[src/iris_pkg.sv]
// What this block does
// [RULE1] 8-bit step size is the increment of every single-step command
// [RULE2] close-step write closes one step; close-full write closes fully; data ignored
// [RULE3] open-step write opens one step; open-full write opens fully; data ignored
// [RULE4] state register low byte shows the current iris position
// [RULE5] state register bytes 15:8 and 23:16 always read zero
// [RULE6] state register top byte shows the maximum iris position
// [RULE7] 8-bit read-write maximum step count resets to 73
// [RULE8] enable bit 0 selects manual (0) or automatic regulation (1)
// [RULE9] automatic regulation keeps position between lower and upper limits
// [RULE10] step commands saturate at zero and at the maximum count
// [RULE11] saved position is an 8-bit value read back unchanged
package iris_pkg;
  localparam logic [15:0] OFF_LOWER_LIMIT = 16'h0170;
  localparam logic [15:0] OFF_UPPER_LIMIT = 16'h0174;
  localparam logic [15:0] OFF_AUTO_EN     = 16'h017C;
  localparam logic [15:0] OFF_SAVED_POS   = 16'h0400;
  localparam logic [15:0] OFF_MAX_COUNT   = 16'h0404;
  localparam logic [15:0] OFF_STEP_SIZE   = 16'h6200;
  localparam logic [15:0] OFF_CLOSE_STEP  = 16'h6204;
  localparam logic [15:0] OFF_OPEN_STEP   = 16'h6208;
  localparam logic [15:0] OFF_CLOSE_FULL  = 16'h620C;
  localparam logic [15:0] OFF_OPEN_FULL   = 16'h6210;
  localparam logic [15:0] OFF_STATE       = 16'h6258;

  localparam logic [7:0]  RST_MAX_COUNT   = 8'h49;
  localparam logic [7:0]  RST_STEP_SIZE   = 8'h01;
  localparam logic [7:0]  RST_LOWER_LIMIT = 8'h00;
  localparam logic [7:0]  RST_UPPER_LIMIT = 8'h49;
  localparam int          AUTO_EN_BIT     = 0;
  localparam int          POS_LSB         = 0;
  localparam int          MAX_LSB         = 24;
endpackage : iris_pkg

[src/iris_pos_calc.sv]
`timescale 1ns/1ps
`default_nettype none
module iris_pos_calc (
  // current state and controls
  input  wire logic [7:0] pos,
  input  wire logic [7:0] step,
  input  wire logic [7:0] max_cnt,
  // commands
  input  wire logic       close_step,
  input  wire logic       open_step,
  input  wire logic       close_full,
  input  wire logic       open_full,
  // automatic regulation
  input  wire logic       auto_en,
  input  wire logic [7:0] lo_lim,
  input  wire logic [7:0] hi_lim,
  // result
  output logic      [7:0] pos_next
);
  // larger position = more closed; the 9-bit sum catches overflow
  wire logic [8:0] up_sum   = {1'b0, pos} + {1'b0, step};
  wire logic [7:0] up_sat   = (up_sum > {1'b0, max_cnt}) ? max_cnt : up_sum[7:0]; // [RULE10]
  wire logic [7:0] down_sat = (step > pos) ? 8'h00 : pos - step;                 // [RULE10]
  wire logic [7:0] cmd_pos  = close_full ? max_cnt :                             // [RULE2]
                              open_full  ? 8'h00 :                               // [RULE3]
                              close_step ? up_sat :                              // [RULE1]
                              open_step  ? down_sat : pos;
  // upper limit of auto mode also clipped to the mechanical maximum
  wire logic [7:0] hi_eff   = (hi_lim > max_cnt) ? max_cnt : hi_lim;
  wire logic [7:0] lo_clip  = (cmd_pos < lo_lim) ? lo_lim : cmd_pos;
  wire logic [7:0] auto_pos = (lo_clip > hi_eff) ? hi_eff : lo_clip;
  assign pos_next = auto_en ? auto_pos : cmd_pos;                                // [RULE8] [RULE9]
endmodule : iris_pos_calc
`default_nettype wire

[src/stepped_iris_control.sv]
// Local design decision: the APB register port.
`timescale 1ns/1ps
`default_nettype none
module stepped_iris_control (
  // clock and reset
  input  wire logic        clk,
  input  wire logic        rst_b,
  // apb slave
  input  wire logic        psel,
  input  wire logic        penable,
  input  wire logic        pwrite,
  input  wire logic [15:0] paddr,
  input  wire logic [31:0] pwdata,
  output logic      [31:0] prdata,
  output logic             pready,
  output logic             pslverr,
  // actuator side
  output logic      [7:0]  iris_position,
  output logic             iris_auto_mode
);
  // ---------------------------------------------------------------
  // register storage
  // ---------------------------------------------------------------
  logic [7:0]  step_reg, max_reg, saved_reg, lo_reg, hi_reg, pos_reg;
  logic        auto_reg;
  logic [31:0] rdata_reg;
  logic        err_reg;
  logic [7:0]  pos_next;

  // ---------------------------------------------------------------
  // decode
  // ---------------------------------------------------------------
  function automatic logic hit(input logic [15:0] a, input logic [15:0] off);
    hit = (a == off);
  endfunction : hit

  wire logic setup   = psel & ~penable;
  wire logic wr_take = setup & pwrite;
  wire logic rd_take = setup & ~pwrite;
  wire logic w_step  = wr_take & hit(paddr, iris_pkg::OFF_STEP_SIZE);
  wire logic w_max   = wr_take & hit(paddr, iris_pkg::OFF_MAX_COUNT);
  wire logic w_saved = wr_take & hit(paddr, iris_pkg::OFF_SAVED_POS);
  wire logic w_lo    = wr_take & hit(paddr, iris_pkg::OFF_LOWER_LIMIT);
  wire logic w_hi    = wr_take & hit(paddr, iris_pkg::OFF_UPPER_LIMIT);
  wire logic w_auto  = wr_take & hit(paddr, iris_pkg::OFF_AUTO_EN);
  // command writes: data is a don't-care
  wire logic c_cs    = wr_take & hit(paddr, iris_pkg::OFF_CLOSE_STEP);   // [RULE2]
  wire logic c_os    = wr_take & hit(paddr, iris_pkg::OFF_OPEN_STEP);    // [RULE3]
  wire logic c_cf    = wr_take & hit(paddr, iris_pkg::OFF_CLOSE_FULL);   // [RULE2]
  wire logic c_of    = wr_take & hit(paddr, iris_pkg::OFF_OPEN_FULL);    // [RULE3]
  wire logic w_known = w_step | w_max | w_saved | w_lo | w_hi | w_auto | c_cs | c_os | c_cf | c_of;

  wire logic [31:0] state_word = {max_reg, 8'h00, 8'h00, pos_reg};  // [RULE4] [RULE5] [RULE6]
  logic [31:0] rd_mux;
  logic        rd_ok;
  always_comb begin
    rd_ok  = 1'b1;
    rd_mux = 32'h0000_0000;
    unique case (paddr)
      iris_pkg::OFF_STEP_SIZE:   rd_mux = {24'h000000, step_reg};   // [RULE1]
      iris_pkg::OFF_MAX_COUNT:   rd_mux = {24'h000000, max_reg};    // [RULE7]
      iris_pkg::OFF_SAVED_POS:   rd_mux = {24'h000000, saved_reg};  // [RULE11]
      iris_pkg::OFF_LOWER_LIMIT: rd_mux = {24'h000000, lo_reg};
      iris_pkg::OFF_UPPER_LIMIT: rd_mux = {24'h000000, hi_reg};
      iris_pkg::OFF_AUTO_EN:     rd_mux = {31'h00000000, auto_reg};
      iris_pkg::OFF_STATE:       rd_mux = state_word;
      default:                   rd_ok  = 1'b0;
    endcase
  end

  // ---------------------------------------------------------------
  // position arithmetic
  // ---------------------------------------------------------------
  iris_pos_calc u_calc (
    .pos        (pos_reg),
    .step       (step_reg),
    .max_cnt    (max_reg),
    .close_step (c_cs),
    .open_step  (c_os),
    .close_full (c_cf),
    .open_full  (c_of),
    .auto_en    (auto_reg),
    .lo_lim     (lo_reg),
    .hi_lim     (hi_reg),
    .pos_next   (pos_next)
  );

  // ---------------------------------------------------------------
  // registers; one-cycle answer: setup takes, access ends
  // ---------------------------------------------------------------
  always_ff @(posedge clk or negedge rst_b) begin
    if (!rst_b) begin
      step_reg  <= iris_pkg::RST_STEP_SIZE;
      max_reg   <= iris_pkg::RST_MAX_COUNT;      // [RULE7]
      saved_reg <= 8'h00;
      lo_reg    <= iris_pkg::RST_LOWER_LIMIT;
      hi_reg    <= iris_pkg::RST_UPPER_LIMIT;
      auto_reg  <= 1'b0;
      pos_reg   <= 8'h00;
    end else begin
      if (w_step)  step_reg  <= pwdata[7:0];   // [RULE1]
      if (w_max)   max_reg   <= pwdata[7:0];   // [RULE7]
      if (w_saved) saved_reg <= pwdata[7:0];   // [RULE11]
      if (w_lo)    lo_reg    <= pwdata[7:0];   // [RULE9]
      if (w_hi)    hi_reg    <= pwdata[7:0];   // [RULE9]
      if (w_auto)  auto_reg  <= pwdata[iris_pkg::AUTO_EN_BIT];  // [RULE8]
      pos_reg <= pos_next;                     // [RULE4]
    end
  end

  always_ff @(posedge clk or negedge rst_b) begin
    if (!rst_b) begin
      rdata_reg <= 32'h0000_0000;
      err_reg   <= 1'b0;
    end else if (setup) begin
      rdata_reg <= rd_take ? rd_mux : 32'h0000_0000;
      err_reg   <= rd_take ? ~rd_ok : ~w_known;
    end
  end

  assign prdata         = rdata_reg;
  assign pready         = 1'b1;
  assign pslverr        = psel & penable & err_reg;
  assign iris_position  = pos_reg;
  assign iris_auto_mode = auto_reg;

  // ---------------------------------------------------------------
  // checks
  // ---------------------------------------------------------------
  a_state_zero_bytes: assert property (@(posedge clk) disable iff (!rst_b) // [RULE5]
    (psel && penable && !pwrite && paddr == iris_pkg::OFF_STATE) |-> prdata[23:8] == 16'h0000)
    else $error("state middle bytes not zero");
  a_pos_in_range: assert property (@(posedge clk) disable iff (!rst_b) // [RULE10]
    $past(pos_next) <= max_reg || $changed(max_reg))
    else $error("position beyond maximum");
  a_close_full_max: assert property (@(posedge clk) disable iff (!rst_b) // [RULE2]
    (c_cf && !auto_reg) |=> pos_reg == $past(max_reg))
    else $error("close full missed maximum");
  a_open_full_zero: assert property (@(posedge clk) disable iff (!rst_b) // [RULE3]
    (c_of && !auto_reg) |=> pos_reg == 8'h00)
    else $error("open full not zero");
  a_open_step_dec: assert property (@(posedge clk) disable iff (!rst_b) // [RULE1]
    (c_os && !auto_reg && pos_reg >= step_reg) |=> pos_reg == $past(pos_reg) - $past(step_reg))
    else $error("open step wrong amount");
  a_manual_hold: assert property (@(posedge clk) disable iff (!rst_b) // [RULE8]
    (!auto_reg && !c_cs && !c_os && !c_cf && !c_of) |=> $stable(pos_reg))
    else $error("manual position moved alone");
  a_auto_limits: assert property (@(posedge clk) disable iff (!rst_b) // [RULE9]
    (auto_reg && lo_reg <= hi_reg && hi_reg <= max_reg && $stable(lo_reg) && $stable(hi_reg))
      |=> (pos_reg >= lo_reg && pos_reg <= hi_reg))
    else $error("auto position outside limits");
  a_state_top_max: assert property (@(posedge clk) disable iff (!rst_b) // [RULE6]
    (psel && penable && !pwrite && paddr == iris_pkg::OFF_STATE) |-> prdata[31:24] == max_reg)
    else $error("state top byte not maximum");
  a_saved_readback: assert property (@(posedge clk) disable iff (!rst_b) // [RULE11]
    (rd_take && paddr == iris_pkg::OFF_SAVED_POS)
      |=> prdata == {24'h000000, $past(saved_reg)})
    else $error("saved position changed");
endmodule : stepped_iris_control
`default_nettype wire

[config.mk]
export PLATFORM = sky130hd
export DESIGN_NAME = stepped_iris_control
export DESIGN_NICKNAME = d
export VERILOG_FILES = /design/src/iris_pkg.sv /design/src/iris_pos_calc.sv /design/src/stepped_iris_control.sv
export SDC_FILE = /design/constraint.sdc
export NUM_CORES = 1
export LEC_CHECK = 0
export BUFFER_PORTS_ARGS = -buffer_cell sky130_fd_sc_hd__buf_4
export CAP_MARGIN = 20
export CORE_MARGIN = 3
export CORE_UTILIZATION = 25
export DETAILED_ROUTE_END_ITERATION = 16
export GPL_ROUTABILITY_DRIVEN = 0
export PLACE_DENSITY = 0.46
export SLEW_MARGIN = 10
export SYNTH_ARGS = -nofsm -noshare
export SYNTH_HDL_FRONTEND = slang
export SYNTH_SLANG_ARGS = --single-unit
[constraint.sdc]
create_clock -name clk -period 14.8 [get_ports clk]
set_input_delay 0.74 -clock clk [delete_from_list [all_inputs] [get_ports clk]]
set_output_delay 0.74 -clock clk [all_outputs]
set_load 0.05 [all_outputs]
==> flow_metrics.tcl <==
set metrics [dict create \
    status "finished clean" \
    total_power_uw 417 \
    vias 4298 \
    hp-class "reg -> reg" \
    setup_viol 0 \
    worstReg2RegStart "step_reg[0]" \
    synth_edf_count 0 \
    cts.clk_slew.worst_paths_ns 0.06 \
    finalSetupTns_ns 0 \
    fin_ws_ns 6.92 \
    initial_core_util_pct 26.0 \
    ys_async_sr_fraction_pct 100 \
    critPathArrivalTime_ns 8.08 \
    slew_headroom_pct 34.8 \
    avgSynthCellArea_sq_um 9.28 \
    final_cell_mix "dfrtp_1 (59), buf_4 (56), ha_1 (47)" \
    max_stage_delay_ns 0.56 \
    crit_end "iris_position[5]" \
    drv_cap 0 \
    row_count 50 \
    grt.total_usage_pct 14.7 \
    reg2reg_to "iris_position[5]" \
    gr-total-overflow 0 \
    synthFlopType "dfrtp_1" \
    antenna_cells 0 \
    synth_top_area_cell "dfrtp_1" \
    h-tree-depth 3 \
    fin_nets 683 \
    criticalPathCategory "reg -> reg" \
    critPathSlowestCell "dfstp_2" \
    drive_above_1_share_pct 19.1 \
    ys_seq_elements 66 \
    clockBufferDepth 2 \
    area.growth.synth_to_final_pct 17.7 \
    fin_skew_ns 0.00720 \
    worstSetupStartpointType "register" \
    postSynthCellCount 536 \
    yosysWarnings 0 \
    clkSinkCount 66 \
    drc_errors 0 \
    drv_slew 0 \
    dieHeight_um 147 \
    ff2ff_setup_slack_ns 6.92 \
    synth.distinct_cells 61 \
    period_needed_ns 7.88 \
    cp_max_fo 18 \
    dpl_cell_area_sq_um 5560 \
    io_pins 96 \
    cp.required_ns 14.99 \
    grt_pass1_vias 4367 \
    hold_viol 0 \
    design_area_sq_um 5850 \
    cp_common_cell "ha_1" \
    post-cts-setup-buffer-count 0 \
    via_per_inst 5.08 \
    post-dp-hpwl_um 12300 \
    cts_hold_buf 0 \
    synth.top_cell.area_share_pct 29.7 \
    power_density_nw_per_um2 71.3 \
    cts_inserted_buffers 9 \
    rsz0062_at_grt "false" \
    endpoint_kind "register" \
    drtIter0Drc 403 \
    ff2ff_path_depth 29 \
    period_share_pct 53.3 \
    grt_max_degree 67 \
    final_common_cell "dfrtp_1" \
    synthesis.area_sq_um 4970 \
    instances_no_fill 846 \
    antenna_found_initial 0 \
    clkLatencyLatePin_ns 0.34 \
    cts_tree "done" \
    largest_register_ffs 16 \
    ant_nets 0 \
    fmax_mhz 127 \
    synth-seq-area-share_pct 33.4 \
    crit_path_start "step_reg[0]" \
    wl_per_cell_um 18.6 \
    portBuffers 54 \
    post-place-cells 830 \
    cts_resized 0 \
    irDropWorstVdd_v 0.0000509 \
    dr.pass1.iters 5 \
    core_sq_um 19100 \
    grt_pass1_wl_um 24800 \
    root_buffer "clkbuf_16" \
    leakage_nw 2.74 \
    place_ws_ns 7.03 \
    die_w_um 147 \
    worstMarginPinSlew_ns 0.978 \
    dieArea_sq_um 21600 \
    synth_area_leaders "dfrtp_1 (30%), ha_1 (12%), mux2_2 (6.3%)" \
    wirelength_um 15700 \
]
[worst min-delay path by stage]
stage                         start  cells past startpoint  slack (ns)        end
after global placement      err_reg                      2        0.46    err_reg
after CTS                 prdata[5]                      1        0.48  prdata[5]
after global routing      prdata[7]                      1        0.49  prdata[7]
after floorplan               rst_b                      0        0.44    err_reg
after detailed placement  prdata[5]                      1        0.47  prdata[5]
final                     prdata[5]                      1        0.47  prdata[5]
[metal layers]
layer	GRT usage, %	vias up	share of wire [%]
met1	20.3	2066	47
li1	-	2034	-
met4	6.48	0	3.9
met3	3.15	33	6.4
met5	0	-	0
met2	22.1	165	43
[Yosys cell counts (3+ instances only)]
master,number
dfrtp_1,59
ha_1,47
nor2_1,39
nand2_1,38
inv_1,37
mux2_2,28
o21ai_0,27
a21oi_1,23
buf_4,17
clkbuf_1,16
o21ai_1,16
a222oi_1,15
a21o_1,14
nand2b_1,10
a22o_1,8
mux2i_1,8
o31ai_1,8
a2bb2oi_1,7
dfstp_2,7
a221oi_1,6
nand4_1,6
nor3_1,6
o21a_1,6
xnor2_1,6
and3_1,5
nor2b_1,5
nor4_1,5
or3_1,5
a211oi_1,4
nand4b_1,4
o22ai_1,4
xor2_1,4
a22oi_1,3
nand3_1,3
or2_1,3
[cells by family (layout without fill, tap and decap cells)]
logic type	count (synthesis)	count (layout)	share of synthesized area (%)
other	2	17	0.151
buffers and inverters	74	109	7.22
xor gates and xnor gates	10	10	1.76
DFF	66	66	33.4
adders and majority gates	49	49	12.6
AOI/OAI and AO/OA	157	157	22.5
muxes	38	38	8.40
and+or+nand+nor	140	140	14.0
[worst max-delay path: cells and delay by family, from the launching register on]
family,cells,cell delay (ns)
AO/OA/AOI/OAI,14,3.66
adder cells (fa/ha/maj),5,1.36
AND/OR/NAND/NOR,6,1.34
flip-flops,1,0.56
multiplexers,1,0.40
buffers and inverters,2,0.30
XOR/XNOR,1,0.12
[power breakdown]
part           leakage (nW)  switching, mW  internal, mW  total [mW]
registers             0.832       0.000202         0.181       0.181
logic                  1.77         0.0208       0.00678      0.0275
clock network         0.138         0.0853         0.123       0.208
[area by class of cell]
class,count,area (sq um)
clock buffer,11,253
clock inverter,5,37.5
fill,2073,13300
inverter,37,139
multi-input combinational,411,3020
sequential,66,1660
tap,260,325
timing repair buffer,56,420
[stage by stage]
step	hold WS [ns]	util [%]
finish	0.474	30.6
floorplan	0.441	-
global placement	0.459	29.1
CTS	0.481	30.6
detailed placement	0.467	29.1
global route	0.493	30.6
Note: power is estimated with default switching activity, not from simulation.
